**src/common/can_flags_defines.vh**
```
// Register map, field positions and reset values of the transceiver flag block
`ifndef CAN_FLAGS_DEFINES_VH
`define CAN_FLAGS_DEFINES_VH

// ----------------------------------------------------------------------------
// Register byte offsets
// ----------------------------------------------------------------------------
`define OFS_CTRL 8'h00
`define OFS_RTSTAT 8'h04
`define OFS_FLAGS 8'h08
`define OFS_FLAGREAD 8'h0C
`define OFS_IRQSTAT 8'h10
`define OFS_IRQEN 8'h14
`define OFS_IRQCLR 8'h18

// ----------------------------------------------------------------------------
// Control fields
// ----------------------------------------------------------------------------
`define CTRL_RXONLY 0
`define CTRL_SLEEP 1
`define CTRL_WUEN 2
`define CTRL_RST 32'h0000_0004

// ----------------------------------------------------------------------------
// Real-time status fields
// ----------------------------------------------------------------------------
`define RT_DRV 0
`define RT_RCV 1
`define RT_WU 2

// ----------------------------------------------------------------------------
// Latched flag fields
// ----------------------------------------------------------------------------
`define FLG_WAKE 0
`define FLG_OTEMP 1
`define FLG_RXLOW 2
`define FLG_RXHIGH 3
`define FLG_TXDOM 4
`define FLG_BUSDOM 5
`define FLG_OCUR 6
`define FLG_PEND 7
`define FLG_CONF 8
`define FLG_LOWBAT 9
`define NFLAGS 10

`define RESP_OKAY 2'b00
`define RESP_SLVERR 2'b10

`endif

```
**src/core/can_transceiver_status_flags.v**
```verilog
// Transceiver state bits and latched fault flags behind an AXI4-Lite slave
//
// Design decisions made here: the AXI4-Lite interface to the registers and the placing of the registers.
`timescale 1ns/10ps
`include "can_flags_defines.vh"

module can_transceiver_status_flags #(
  parameter NUM_FLAGS = `NFLAGS
) (
  // Clock and reset
  input wire sysClk,
  input wire rst_b,
  // Fault and event conditions from the analog front end (asynchronous levels)
  input wire busWakeEvent,
  input wire overTempCond,
  input wire rxStuckLowCond,
  input wire rxStuckHighCond,
  input wire txDominantCond,
  input wire busDomClampCond,
  input wire overCurrentCond,
  input wire busFailurePendCond,
  input wire busFailureConfCond,
  input wire lowLineBatCond,
  // Transceiver enables
  output reg driverEnable,
  output reg receiverEnable,
  output reg busWakeupReceiverEnabled,
  // Interrupt
  output wire irq,
  // AXI4-Lite write address
  input wire [7:0] s_axi_awaddr,
  input wire s_axi_awvalid,
  output wire s_axi_awready,
  // AXI4-Lite write data
  input wire [31:0] s_axi_wdata,
  input wire [3:0] s_axi_wstrb,
  input wire s_axi_wvalid,
  output wire s_axi_wready,
  // AXI4-Lite write response
  output reg [1:0] s_axi_bresp,
  output reg s_axi_bvalid,
  input wire s_axi_bready,
  // AXI4-Lite read address
  input wire [7:0] s_axi_araddr,
  input wire s_axi_arvalid,
  output wire s_axi_arready,
  // AXI4-Lite read data
  output reg [31:0] s_axi_rdata,
  output reg [1:0] s_axi_rresp,
  output reg s_axi_rvalid,
  input wire s_axi_rready
);

  // --------------------------------------------------------------------------
  // Input synchronisers
  // --------------------------------------------------------------------------
  wire [NUM_FLAGS-1:0] condRaw;
  reg [NUM_FLAGS-1:0] condMeta_q;
  reg [NUM_FLAGS-1:0] cond_q;
  reg wakePrev_q;

  assign condRaw = {lowLineBatCond, busFailureConfCond, busFailurePendCond, overCurrentCond,
                    busDomClampCond, txDominantCond, rxStuckHighCond, rxStuckLowCond,
                    overTempCond, busWakeEvent};

  always @(posedge sysClk or negedge rst_b) begin
    if (!rst_b) begin
      condMeta_q <= {NUM_FLAGS{1'b0}};
      cond_q <= {NUM_FLAGS{1'b0}};
      wakePrev_q <= 1'b0;
    end else begin
      condMeta_q <= condRaw;
      cond_q <= condMeta_q;
      wakePrev_q <= cond_q[`FLG_WAKE];
    end
  end

  // --------------------------------------------------------------------------
  // AXI4-Lite write path
  // --------------------------------------------------------------------------
  reg awHeld_q;
  reg [7:0] awAddr_q;
  reg wHeld_q;
  reg [31:0] wData_q;
  reg [3:0] wStrb_q;
  wire doWrite;
  reg [2:0] ctrl_q;
  reg [NUM_FLAGS-1:0] irqEn_q;
  reg [NUM_FLAGS-1:0] irqStat_q;
  reg [NUM_FLAGS-1:0] flags_q;
  reg [NUM_FLAGS-1:0] readMask;
  reg readStrobe;

  assign s_axi_awready = !awHeld_q && !s_axi_bvalid;
  assign s_axi_wready = !wHeld_q && !s_axi_bvalid;
  assign doWrite = awHeld_q && wHeld_q && !s_axi_bvalid;

  always @(posedge sysClk or negedge rst_b) begin
    if (!rst_b) begin
      awHeld_q <= 1'b0;
      awAddr_q <= 8'h00;
      wHeld_q <= 1'b0;
      wData_q <= 32'h0000_0000;
      wStrb_q <= 4'h0;
      s_axi_bvalid <= 1'b0;
      s_axi_bresp <= `RESP_OKAY;
    end else begin
      if (s_axi_awvalid && s_axi_awready) begin
        awHeld_q <= 1'b1;
        awAddr_q <= s_axi_awaddr;
      end
      if (s_axi_wvalid && s_axi_wready) begin
        wHeld_q <= 1'b1;
        wData_q <= s_axi_wdata;
        wStrb_q <= s_axi_wstrb;
      end
      if (doWrite) begin
        awHeld_q <= 1'b0;
        wHeld_q <= 1'b0;
        s_axi_bvalid <= 1'b1;
        case (awAddr_q)
          `OFS_CTRL, `OFS_FLAGREAD, `OFS_IRQEN, `OFS_IRQCLR: s_axi_bresp <= `RESP_OKAY;
          `OFS_RTSTAT, `OFS_FLAGS, `OFS_IRQSTAT: s_axi_bresp <= `RESP_OKAY;
          default: s_axi_bresp <= `RESP_SLVERR;
        endcase
      end else if (s_axi_bvalid && s_axi_bready) begin
        s_axi_bvalid <= 1'b0;
      end
    end
  end

  // --------------------------------------------------------------------------
  // Control and interrupt enable registers
  // --------------------------------------------------------------------------
  // Full-word reset value, cut to the three control bits on purpose
  localparam [31:0] CTRL_RST_WORD = `CTRL_RST;

  always @(posedge sysClk or negedge rst_b) begin
    if (!rst_b) begin
      ctrl_q <= CTRL_RST_WORD[2:0];
      irqEn_q <= {NUM_FLAGS{1'b0}};
    end else if (doWrite) begin
      if (wStrb_q[0] && awAddr_q == `OFS_CTRL)
        ctrl_q <= wData_q[2:0];
      if (wStrb_q[0] && awAddr_q == `OFS_IRQEN)
        irqEn_q[7:0] <= wData_q[7:0];
      if (wStrb_q[1] && awAddr_q == `OFS_IRQEN)
        irqEn_q[NUM_FLAGS-1:8] <= wData_q[NUM_FLAGS-1:8];
    end
  end

  // --------------------------------------------------------------------------
  // Real-time transceiver state
  // --------------------------------------------------------------------------
  always @(posedge sysClk or negedge rst_b) begin
    if (!rst_b) begin
      driverEnable <= 1'b0;
      receiverEnable <= 1'b0;
      busWakeupReceiverEnabled <= 1'b1;
    end else begin
      // A TX dominant failure shuts the driver off three cycles after the input (two synchroniser stages and this register); it returns when the input recovers
      driverEnable <= !ctrl_q[`CTRL_RXONLY] && !ctrl_q[`CTRL_SLEEP]
                      && !cond_q[`FLG_TXDOM];
      receiverEnable <= !ctrl_q[`CTRL_SLEEP];
      busWakeupReceiverEnabled <= ctrl_q[`CTRL_WUEN];
    end
  end

  // --------------------------------------------------------------------------
  // Latched flags, one cell per bit
  // --------------------------------------------------------------------------
  // A read at OFS_FLAGREAD clears a bit only if its condition has already gone;
  // a read during the fault leaves it set until a later read.
  reg [NUM_FLAGS-1:0] readArmed_q;
  wire [NUM_FLAGS-1:0] setEvt;
  wire [NUM_FLAGS-1:0] condGone;

  assign setEvt[`FLG_WAKE] = cond_q[`FLG_WAKE] && !wakePrev_q;
  assign setEvt[NUM_FLAGS-1:1] = cond_q[NUM_FLAGS-1:1];
  assign condGone[`FLG_WAKE] = 1'b1;
  assign condGone[NUM_FLAGS-1:1] = ~cond_q[NUM_FLAGS-1:1];

  genvar gi;
  generate
    for (gi = 0; gi < NUM_FLAGS; gi = gi + 1) begin : gFlag
      always @(posedge sysClk or negedge rst_b) begin
        if (!rst_b) begin
          flags_q[gi] <= 1'b0;
          readArmed_q[gi] <= 1'b0;
          irqStat_q[gi] <= 1'b0;
        end else begin
          // Set wins over any clear in the same cycle
          if (setEvt[gi]) begin
            flags_q[gi] <= 1'b1;
          end else if (flags_q[gi] && (readArmed_q[gi] || readMask[gi]) && condGone[gi]) begin
            flags_q[gi] <= 1'b0;
          end
          if (!flags_q[gi] || (setEvt[gi] && !condGone[gi]))
            readArmed_q[gi] <= 1'b0;
          else if (readMask[gi] && flags_q[gi])
            readArmed_q[gi] <= 1'b1;
          if (setEvt[gi] && !flags_q[gi])
            irqStat_q[gi] <= 1'b1;
          else if (doWrite && awAddr_q == `OFS_IRQCLR && wData_q[gi])
            irqStat_q[gi] <= 1'b0;
        end
      end
    end
  endgenerate

  assign irq = |(irqStat_q & irqEn_q);

  // --------------------------------------------------------------------------
  // AXI4-Lite read path
  // --------------------------------------------------------------------------
  assign s_axi_arready = !s_axi_rvalid;

  always @* begin
    readStrobe = s_axi_arvalid && s_axi_arready;
    readMask = {NUM_FLAGS{1'b0}};
    if (readStrobe && s_axi_araddr == `OFS_FLAGREAD)
      readMask = {NUM_FLAGS{1'b1}};
  end

  always @(posedge sysClk or negedge rst_b) begin
    if (!rst_b) begin
      s_axi_rvalid <= 1'b0;
      s_axi_rdata <= 32'h0000_0000;
      s_axi_rresp <= `RESP_OKAY;
    end else if (readStrobe) begin
      s_axi_rvalid <= 1'b1;
      s_axi_rresp <= `RESP_OKAY;
      case (s_axi_araddr)
        `OFS_CTRL: s_axi_rdata <= {29'h0000_0000, ctrl_q};
        `OFS_RTSTAT: s_axi_rdata <= {29'h0000_0000, busWakeupReceiverEnabled,
                                     receiverEnable, driverEnable};
        `OFS_FLAGS, `OFS_FLAGREAD: s_axi_rdata <= {{(32-NUM_FLAGS){1'b0}}, flags_q};
        `OFS_IRQSTAT: s_axi_rdata <= {{(32-NUM_FLAGS){1'b0}}, irqStat_q};
        `OFS_IRQEN: s_axi_rdata <= {{(32-NUM_FLAGS){1'b0}}, irqEn_q};
        `OFS_IRQCLR: s_axi_rdata <= 32'h0000_0000;
        default: begin
          s_axi_rdata <= 32'h0000_0000;
          s_axi_rresp <= `RESP_SLVERR;
        end
      endcase
    end else if (s_axi_rready) begin
      s_axi_rvalid <= 1'b0;
    end
  end

endmodule // can_transceiver_status_flags

```
**config.mk**
```make
export PLATFORM = sky130hd
export DESIGN_NAME = can_transceiver_status_flags
export DESIGN_NICKNAME = d
export VERILOG_FILES = /design/src/core/can_transceiver_status_flags.v
export VERILOG_INCLUDE_DIRS = /design/src /design/src/common
export SDC_FILE = /design/constraint.sdc
export NUM_CORES = 1
export LEC_CHECK = 0
export ABC_AREA = 1
export BUFFER_PORTS_ARGS = -buffer_cell sky130_fd_sc_hd__buf_2
export CORE_MARGIN = 2
export CORE_UTILIZATION = 30
export CTS_CLUSTER_SIZE = 8
export DETAILED_ROUTE_END_ITERATION = 7
export PLACE_DENSITY = 0.51
export SLEW_MARGIN = 30
export SYNTH_ARGS = -nofsm -noshare
export SYNTH_HDL_FRONTEND = slang
export SYNTH_SLANG_ARGS = --single-unit
```
**constraint.sdc**
```tcl
create_clock -name sysClk -period 1.5 [get_ports sysClk]
set_input_delay 0.075 -clock sysClk [delete_from_list [all_inputs] [get_ports sysClk]]
set_output_delay 0.075 -clock sysClk [all_outputs]
set_load 0.02 [all_outputs]
```
==> impl_results.md, run 1 <==
- Endpoints failing hold: 1
- Sequential fraction of the synthesis area: 57.3%
- # setup viols final: 0
- Die area: 16000 µm²
- CTS buffer count: 9
- Initial Util: 30.9%
- Crit share post-route: 98.6%
- Area Overhead vs Synth: 26.5%
- Clock-pin slew on the worst setup and hold paths: 0.07 ns
- Status: finished with violations
- Synth Register Bits: 103
- Critical path class: register to output pin
- Clk Latency, worst-skew pair: 0.35 ns
- Core Rows: 44
- Busiest grt layer: met2
- Critical Path End Type: output pin
- Failing checks: hold timing
- Vias in the first global route: 3336
- GRT Overall Usage: 13.3%
- Final min period: 1.48 ns
- Number of DRC markers in iteration 0: 179
- # H-tree levels: 3
- Core area: 14600 µm²
- Type of origin of the critical path: register
- Largest net degree at the start of global routing: 36
- Routability cong.: 0.756
- Met1 Use GR: 18.1%
- Cells after Synth: 485
- Synth Warn #: 0
- CTS tree: built
- Total global routing overflow: 0
- Max-cap violation count: 0
- Synth unique cells: 33
- Overall routed net length: 10000 µm
- Crit path buffers/inverters: 1
- Post-DR wirelength/cell: 12.6 µm
- Hold crit path type: primary input to register
- Avg Inst Size Synth: 9.28 µm²
- CP max-delay cell: dfrtp_1
- Die height: 127 µm
- Ys async rst share: 100%
- Share of post-route cells with drive strength above 1: 24.2%
- Max Slew Vio Count: 0
- Hpwl dp: 6930 µm
- Die Wd: 127 µm
- Final TNS setup: 0 ns
- Post-route ant nets: 0
- Top_reg_cell synth: dfrtp_1
- CTS sink count: 103
- Series of cell instances along the critical path: nand2_2, nand2_1, a211oi_2, nand3_2, buf_6
- Crit Path Max Fanout: 2
- Via Count: 3398
- Synth top area share: 56.1%
- Met2 Use GR: 20.6%
- Root Driver: clkbuf_16
- Global-route wire length before repair: 16700 µm
- Met3 global-route usage: 2.61%
- RSZ-0062 raised after global routing: true
- Static leakage: 2.99 nW
- Area leader, netlist: dfrtp_1
- Crit path DAT: 1.40 ns
- CP top delay family: flip-flops
- Hold slack: -0.000354 ns
- DRC viols: 0
- Post-synth EDFFs: 0
- Top cells by count, synth: 115 x nand2_1, 101 x dfrtp_1, 54 x nand3_1
- Via density: 4.29
- Worst-case clock buffer depth: 2
- Top-Level Pins: 114
- Nets: 672
- Fmax achieved: 0.676 GHz
- Cell area after synthesis: 4500 µm²
- Drt first pass iters: 4
- Antenna diodes: 0
- Critical Path RT: 1.42 ns
- Pwr Density: 1260 nW/µm²
- Largest cells by area after synthesis: dfrtp_1 56%, nand2_1 9.6%, nand3_1 6.0%
- Initial antenna violation count: 0
- Slowest stage delay, CP: 0.39 ns
- Peak supply drop: 0.000534 V
- Clk_skew: 0.0122 ns
- Buffers on Ports: 65
- Most frequent cell after synthesis: nand2_1
kinds of logic (layout without fill, tap and decap cells):
kind of cell | count (synthesis) | after routing | share of synthesized area, %
flops | 103 | 103 | 57.3
buf+inv | 91 | 191 | 10.5
compound gates | 47 | 47 | 6.14
simple gates | 238 | 238 | 24.7
mux | 5 | 5 | 1.25
other cells | 1 | 24 | 0.0833
power by group:
part           switching [mW]  total (mW)  internal (mW)  leakage [nW]
Sequential              0.292        3.48           3.19          1.23
Combinational           0.937        1.48          0.544          1.63
Clock                    1.02        2.19           1.17         0.126
Total                    2.24        7.15           4.91          2.99
cells in the final DEF (no fill, tap or decap), types with 2 or more instances in the layout:
master | synthesis | layout
clkinvlp_4 | 0 | 2
nand2_1 | 115 | 114
nand2_2 | 7 | 8
nor2_4 | 3 | 3
buf_4 | 27 | 19
o21ai_0 | 15 | 15
nand3_1 | 54 | 52
nand3_4 | 3 | 3
nor2_1 | 43 | 43
o21ai_2 | 6 | 6
nand3_2 | 1 | 3
nand4_1 | 2 | 2
inv_1 | 50 | 50
nor3_1 | 2 | 2
a21oi_2 | 2 | 2
a21oi_1 | 17 | 17
buf_2 | 3 | 63
dlygate4sd3_1 | 0 | 31
inv_2 | 6 | 6
buf_12 | 0 | 3
o21ai_1 | 3 | 3
conb_1 | 1 | 24
clkbuf_16 | 0 | 9
dfrtp_1 | 101 | 101
mux2_2 | 5 | 5
clkbuf_1 | 0 | 3
nor2_2 | 4 | 4
dfstp_2 | 2 | 2
o21bai_1 | 2 | 2
sequential cells by signal, indices dropped and copies added (netlist names), 2 cells and up:
name	flops
condMeta_q	10
wStrb_q	2
s_axi_rdata	10
awAddr_q	8
irqEn_q	10
ctrl_q	3
readArmed_q	10
irqStat_q	10
flags_q	10
cond_q	10
wData_q	10
repair_timing:
action                                  CTS  global route
setup buffers                             6             4
hold endpoints to repair                114             0
pin swaps                                 4             5
resized for setup                         5             1
hold buffers                             31             0
endpoints found under the setup margin    1             5
per-layer routing:
layer  vias up  part of all wire (%)
met1      1575                    48
met5         -                     0
li1       1724                     -
met3        12                   4.7
met2        87                    46
met4         0                   2.0
worst reg2reg max path, delay by kind of cell, from the launching register on:
family | cells | cell delay, ns
buffers and inverters | 2 | 0.21
flip-flops | 1 | 0.41
AND/OR/NAND/NOR | 7 | 0.63
metrics by stage:
step	cells	util [%]	setup slack (ns)	total power, mW	instance area, µm²
finish	792	39.0	0.0216	7.15	5690
global route	792	39.0	-0.0830	7.57	5690
global placement	735	34.3	0.0885	4.92	5000
floorplan	508	-	0.00646	4.56	4590
CTS	788	38.7	-0.0506	7.26	5650
detailed placement	735	34.3	0.0704	4.96	5000
layout make-up:
type | count | area, µm²
Fill cell | 1486 | 8890
Sequential cell | 103 | 2580
Clock buffer | 13 | 250
Multi-Input combinational cell | 314 | 1550
Tap cell | 184 | 230
Clock inverter | 3 | 20.0
Timing Repair Buffer | 117 | 840
Inverter | 58 | 220
final timing paths:
check                                         start                  endpoint  slack (ns)  cells after the start
min reg2reg                 condMeta_q[9]$_DFF_PN0_       cond_q[9]$_DFF_PN0_        0.35                      0
min in group asynchronous                     rst_b  irqStat_q[2]$_DFFE_PN0P_        0.17                      2
max in group asynchronous                     rst_b   awAddr_q[6]$_DFFE_PN0P_        0.75                      3
min                                  s_axi_wdata[4]    wData_q[4]$_DFFE_PN0P_     -0.0004                      3
max reg2reg                 awAddr_q[7]$_DFFE_PN0P_  irqStat_q[9]$_DFFE_PN0P_        0.14                      9
max                        irqStat_q[3]$_DFFE_PN0P_                       irq        0.02                      5
(Power assumes the default switching activity.)
==> run 2, diff against run 1 <==
Settings changed: HOLD_SLACK_MARGIN set to 0.1.
==> run 2 against run 1 <==
  * The flow now finishes without violations
  * Cell area grew 0.35%
  * Maximum frequency about the same
  * Largest power group unchanged
  * Non-clock buffer count up 2
  * Clock power is essentially flat
  * Register-to-register slack about the same
  * Die area unchanged
  * Global-route usage hardly changed
  * Critical path depth did not move
  * First-iteration DRC count decreased by 16%
  * Worst setup slack about the same
  * Highest routed layer unchanged
  * Largest cell class unchanged
==> impl_results.md, run 2 (synthesis gave the netlist of run 1 again) <==
- Peak supply drop: 0.000534 V (about the same)
- Initial antenna violation count: 0 (unchanged)
- Final min period: 1.48 ns (-0.0000496 ns)
- Die area: 16000 µm² (unchanged)
- Type of origin of the critical path: register
- Pwr Density: 1250 nW/µm² (-0.34%)
- Number of DRC markers in iteration 0: 151 (-16%)
- CP max-delay cell: dfrtp_1
- Switch share: 31.3% (-0.037 points)
- Area Overhead vs Synth: 26.9%
- Total global routing overflow: 0 (unchanged)
- Combinational power share: 20.8% (about the same)
- Clock power frac: 30.5% (about the same)
- # H-tree levels: 3 (unchanged)
- Slowest stage delay, CP: 0.39 ns (about the same)
- Static leakage: 2.99 nW (+0.28%)
- Share of post-route cells with drive strength above 1: 24.1% (-0.079 points)
- Core Rows: 44 (unchanged)
- Pint: 4.91 mW (about the same)
- Core area: 14600 µm² (unchanged)
- Root Driver: clkbuf_16
- Post-DR wirelength/cell: 12.6 µm (-0.42%)
- R2r endpoint: irqStat_q[9]$_DFFE_PN0P_
- Clk_skew: 0.0113 ns (-0.000917 ns)
- Via density: 4.31 (+0.54%)
- Worst-case clock buffer depth: 2 (unchanged)
- Top-Level Pins: 114 (unchanged)
- Overall routed net length: 9990 µm (-0.17%)
- Hold Startpoint: s_axi_arvalid
- Routability cong.: 0.756 (unchanged)
- Clk Latency, worst-skew pair: 0.35 ns (about the same)
- Max Slew Vio Count: 0 (unchanged)
- Die height: 127 µm (unchanged)
- Vias in the first global route: 3351 (+0.45%)
- Endpoints failing hold: 0 (-1)
- Total power: 7.15 mW (about the same)
- Crit share post-route: 98.6% (about the same)
- Largest net degree at the start of global routing: 36 (unchanged)
- Hold path endpoint: s_axi_rvalid$_DFFE_PN0P_
- Critical Path RT: 1.42 ns (about the same)
- Initial Util: 30.9% (unchanged)
- Drt first pass iters: 4 (unchanged)
- RR Startpoint: awAddr_q[7]$_DFFE_PN0P_
- Global-route wire length before repair: 16800 µm (+0.37%)
- CTS buffer count: 9 (unchanged)
- Die Wd: 127 µm (unchanged)
- Crit path DAT: 1.40 ns (about the same)
- Nets: 674 (+0.30%)
- Post-route ant nets: 0 (unchanged)
- Fmax achieved: 0.676 GHz (about the same)
- # setup viols final: 0 (unchanged)
- Final Util: 39.2% (+0.14 points)
- Crit Path Max Fanout: 2 (unchanged)
- Psw: 2.24 mW (-0.11%)
- Series of cell instances along the critical path: nand2_2, nand2_1, a211oi_2, nand3_2, buf_6
- Critical path class: register to output pin
- Hold crit path type: primary input to register
- GRT Overall Usage: 13.3% (+0.036 points)
- Most frequent cells in the layout: 114 x nand2_1, 101 x dfrtp_1, 63 x buf_2
- Buffers on Ports: 65 (unchanged)
- Hpwl dp: 6930 µm (unchanged)
- CTS tree: built
- Commonest non-fill, non-tap cell in the layout: nand2_1
- Sequential share of power: 48.7% (about the same)
- R2r setup slk: 0.14 ns (about the same)
- Hold path cells: 4 (+1)
- Max-cap violation count: 0 (unchanged)
- Clock-pin slew on the worst setup and hold paths: 0.07 ns (about the same)
- RSZ-0062 raised after global routing: true
- Via Count: 3425 (+0.79%)
- Status: complete, no violations
- CTS sink count: 103 (unchanged)
- R2R depth: 9 (unchanged)
- Critical Path End Type: output pin
- DRC viols: 0 (unchanged)
- Antenna diodes: 0 (unchanged)
[run 2: layout make-up]
cell class                      count  area [µm²]
Multi-Input combinational cell    314        1550
Fill cell                        1480        8870
Timing Repair Buffer              119         860
Clock buffer                       13         250
Tap cell                          184         230
Clock inverter                      3        20.0
Sequential cell                   103        2580
Inverter                           58         220
[run 2: power groups by stage]
stage,registers [mW],clock network (mW),logic [mW]
2_1_floorplan,3.54,0,1.02
3_3_place_gp,3.53,0,1.39
3_5_place_dp,3.54,0,1.42
4_1_cts,3.49,2.26,1.51
5_1_grt,3.54,2.37,1.67
6_report,3.48,2.18,1.48
[run 2: repair_timing]
action | in CTS | in global routing
hold endpoints to repair | 135 | 0
resized for setup | 5 | 1
setup buffers | 6 | 4
hold buffers | 33 | 0
pin swaps | 4 | 5
setup endpoints to repair | 1 | 5
[run 2: routing by layer]
metal	part of all wire, %	track usage (%)
met1	47	18.1
met2	46	20.7
met3	5.1	2.61
met4	2.0	6.01
met5	0	0
[run 2: worst max-delay path by stage]
stage,to,from,slack (ns),cells past startpoint
finish,irq,irqStat_q[3]$_DFFE_PN0P_,0.02,5
global route,irq,irqStat_q[3]$_DFFE_PN0P_,-0.08,5
CTS,irq,irqEn_q[9]$_DFFE_PN0P_,-0.05,5
detailed placement,irqStat_q[9]$_DFFE_PN0P_,awAddr_q[7]$_DFFE_PN0P_,0.07,8
global placement,irqStat_q[2]$_DFFE_PN0P_,awAddr_q[7]$_DFFE_PN0P_,0.09,8
floorplan,awAddr_q[5]$_DFFE_PN0P_,s_axi_bvalid$_DFFE_PN0P_,0.006,5
[run 2: metrics by stage]
step	cells	setup TNS (ns)	cell area (µm²)	setup WS, ns	hold slack (ns)
after global routing	794	-0.0830	5710	-0.0830	0.189
after detailed placement	735	0	5000	0.0704	0.00101
final	794	0	5710	0.0217	0.155
after floorplan	508	0	4590	0.00646	-0.221
after global placement	735	0	5000	0.0885	-0.00684
after CTS	790	-0.0506	5670	-0.0506	0.155
[run 2: critical path: cells and delay by family, from the launching register on]
family / cells / cell delay, ns
DFF: 1 / 0.39
buffers and inverters: 1 / 0.15
AOI/OAI and AO/OA: 1 / 0.24
and+or+nand+nor: 3 / 0.27
==> run 3, diff against run 2 <==
Settings changed: PLACE_DENSITY 0.51 to not set.
==> run 3 against run 2 <==
  * Combinational power is essentially flat
  * Critical path type unchanged
  * Clock power increased by 32%
  * Cell area increased by 1.8%
  * Register-to-register slack is essentially flat
  * Worst hold slack got worse by 0.0031 ns
  * Critical path depth unchanged
  * Critical endpoint unchanged
  * Worst setup slack worse by 0.00054 ns
  * Highest routed layer unchanged
==> impl_results.md, run 3 (synthesis gave the netlist of run 1 again) <==
- Max Slew Vio Count: 0 (unchanged)
- R2R depth: 9 (unchanged)
- Crit path from: irqStat_q[4]$_DFFE_PN0P_
- Total global routing overflow: 0 (unchanged)
- Clock power frac: 36.6% (+6.1 points)
- Pint: 5.64 mW (+15%)
- Slowest stage delay, CP: 0.42 ns (+0.03 ns)
- Core Rows: 44 (unchanged)
- Nets: 674 (unchanged)
- Clk_skew: 0.00469 ns (-0.00662 ns)
- Clk Latency, worst-skew pair: 0.34 ns (about the same)
- Post-DR wirelength/cell: 12.2 µm (-3.0%)
- Crit share post-route: 98.6% (about the same)
- Commonest non-fill, non-tap cell in the layout: nand2_1
- Placed cell area: 4990 µm² (-0.15%)
- Max-cap violation count: 0 (unchanged)
- Final Util: 39.9% (+0.70 points)
- Critical Path RT: 1.42 ns (about the same)
- Die area: 16000 µm² (unchanged)
- GRT Overall Usage: 12.9% (-0.42 points)
- Final min period: 1.48 ns (+0.000542 ns)
- Post-route ant nets: 0 (unchanged)
- Hold path endpoint: awHeld_q$_DFFE_PN0P_
- Initial Util: 30.9% (unchanged)
- Hpwl dp: 7000 µm (+0.96%)
- Global-route wire length before repair: 16600 µm (-1.4%)
- Static leakage: 3.04 nW (+1.6%)
- Area Overhead vs Synth: 29.2%
- Top-Level Pins: 114 (unchanged)
- Crit path buffers/inverters: 1 (unchanged)
- # setup viols final: 0 (unchanged)
- Endpoints failing hold: 0 (unchanged)
- Total power: 7.88 mW (+10%)
- Combinational power share: 19.1% (-1.7 points)
- Type of origin of the critical path: register
- Fmax achieved: 0.676 GHz (about the same)
- Status: complete, no violations
- Pwr Density: 1350 nW/µm² (+8.2%)
- CP top delay family: flip-flops
- Antenna diodes: 0 (unchanged)
- Root Driver: clkbuf_16
- Psw: 2.24 mW (about the same)
- Die Wd: 127 µm (unchanged)
- Core area: 14600 µm² (unchanged)
- Design area: 5820 µm² (+1.8%)
- Peak supply drop: 0.000599 V (+12%)
- Vias in the first global route: 3463 (+3.3%)
- CP max-delay cell: dfrtp_1
- CTS buffer count: 9 (unchanged)
- RR Startpoint: awAddr_q[7]$_DFFE_PN0P_
- Hold path cells: 3 (-1)
- Crit path DAT: 1.40 ns (about the same)
- Series of cell instances along the critical path: nand2_1, nand3_1, a211oi_2, nand3_2, buf_6
- RSZ-0062 raised after global routing: true
- Most frequent cells in the layout: 115 x nand2_1, 101 x dfrtp_1, 63 x buf_2
- Largest net degree at the start of global routing: 42 (+17%)
- Overall routed net length: 9690 µm (-3.0%)
- Drt first pass iters: 4 (unchanged)
- Routability cong.: 0.849 (+12%)
- CTS tree: built
- Critical path class: register to output pin
- Hold crit path type: primary input to register
- DRC viols: 0 (unchanged)
- Layout fillers: 1475 (-0.34%)
- CTS sink count: 103 (unchanged)
- R2r endpoint: irqStat_q[2]$_DFFE_PN0P_
- R2r setup slk: 0.14 ns (about the same)
- Worst-case clock buffer depth: 2 (unchanged)
- Number of DRC markers in iteration 0: 152 (+0.66%)
- Switch share: 28.4% (-2.9 points)
- Clock-pin slew on the worst setup and hold paths: 0.07 ns (about the same)
- Sequential share of power: 44.3% (-4.4 points)
- Crit Path Max Fanout: 2 (unchanged)
- Critical Path End Type: output pin
- Initial antenna violation count: 0 (unchanged)
- Hold slack: 0.152 ns (-0.00313 ns)
- Final TNS setup: 0 ns (unchanged)
- Die height: 127 µm (unchanged)
- Hold Startpoint: s_axi_awvalid
- Via density: 4.33 (+0.32%)
- # H-tree levels: 3 (unchanged)
- Buffers on Ports: 65 (unchanged)
- Share of post-route cells with drive strength above 1: 24.3% (+0.16 points)
- Via Count: 3436 (+0.32%)
==> run 3: stage by stage <==
stage / setup WS, ns / std cells
floorplan: 0.00646 / 508
global placement: 0.119 / 734
detailed placement: 0.0827 / 734
CTS: -0.0158 / 793
global route: -0.0541 / 794
finish: 0.0211 / 794
==> run 3: layer usage <==
| layer | vias to the layer above | GRT usage [%] | routed length [µm] |
|---|---|---|---|
| li1 | 1716 | - | - |
| met1 | 1615 | 16.9 | 4510 |
| met2 | 98 | 20.6 | 4540 |
| met3 | 7 | 3.50 | 531 |
| met4 | 0 | 4.65 | 102 |
| met5 | - | 0 | 0 |
==> run 3: power by group through the flow <==
| stage | sequential [mW] | clock [mW] | combinational, mW |
|---|---|---|---|
| final | 3.49 | 2.88 | 1.50 |
| after global routing | 3.55 | 3.07 | 1.70 |
| after CTS | 3.49 | 2.98 | 1.53 |
| after detailed placement | 3.55 | 0 | 1.42 |
| after global placement | 3.53 | 0 | 1.38 |
| after floorplan | 3.54 | 0 | 1.02 |
==> run 3: worst max-delay path by stage <==
stage,to,slack [ns],cells past startpoint
6_report,irq,0.02,5
3_3_place_gp,irqStat_q[9]$_DFFE_PN0P_,0.12,8
4_1_cts,irq,-0.02,5
3_5_place_dp,irqStat_q[0]$_DFFE_PN0P_,0.08,8
5_1_grt,irq,-0.05,5
2_1_floorplan,awAddr_q[5]$_DFFE_PN0P_,0.006,5
==> run 3: worst register-to-register path: stages (launching register included) <==
cell and delay [ns]:
dfrtp_1 0.41, nor2_4 0.16, nand3_4 0.12, inv_2 0.07, nand2_2 0.07, nor2_4 0.13
buf_12 0.13, nand2_1 0.05, nand2_1 0.05, nand2_1 0.05
==> run 3: final cells by class <==
| cell class | count | area (µm²) | area share, % |
|---|---|---|---|
| flip-flops and latches | 103 | 2580 | 44.4 |
| multi-input cells | 314 | 1550 | 26.6 |
| repair buffers | 119 | 860 | 14.8 |
| well taps | 184 | 230 | 3.96 |
| clock inverters | 5 | 128 | 2.19 |
| inverters | 58 | 220 | 3.79 |
| clock buffers | 11 | 253 | 4.35 |
==> run 3: what timing repair did <==
item	CTS	global route
gates resized for setup	3	1
endpoints found under the setup margin	1	5
hold buffers	33	0
hold endpoints to repair	94	0
pin swaps	2	2
setup buffers	10	1
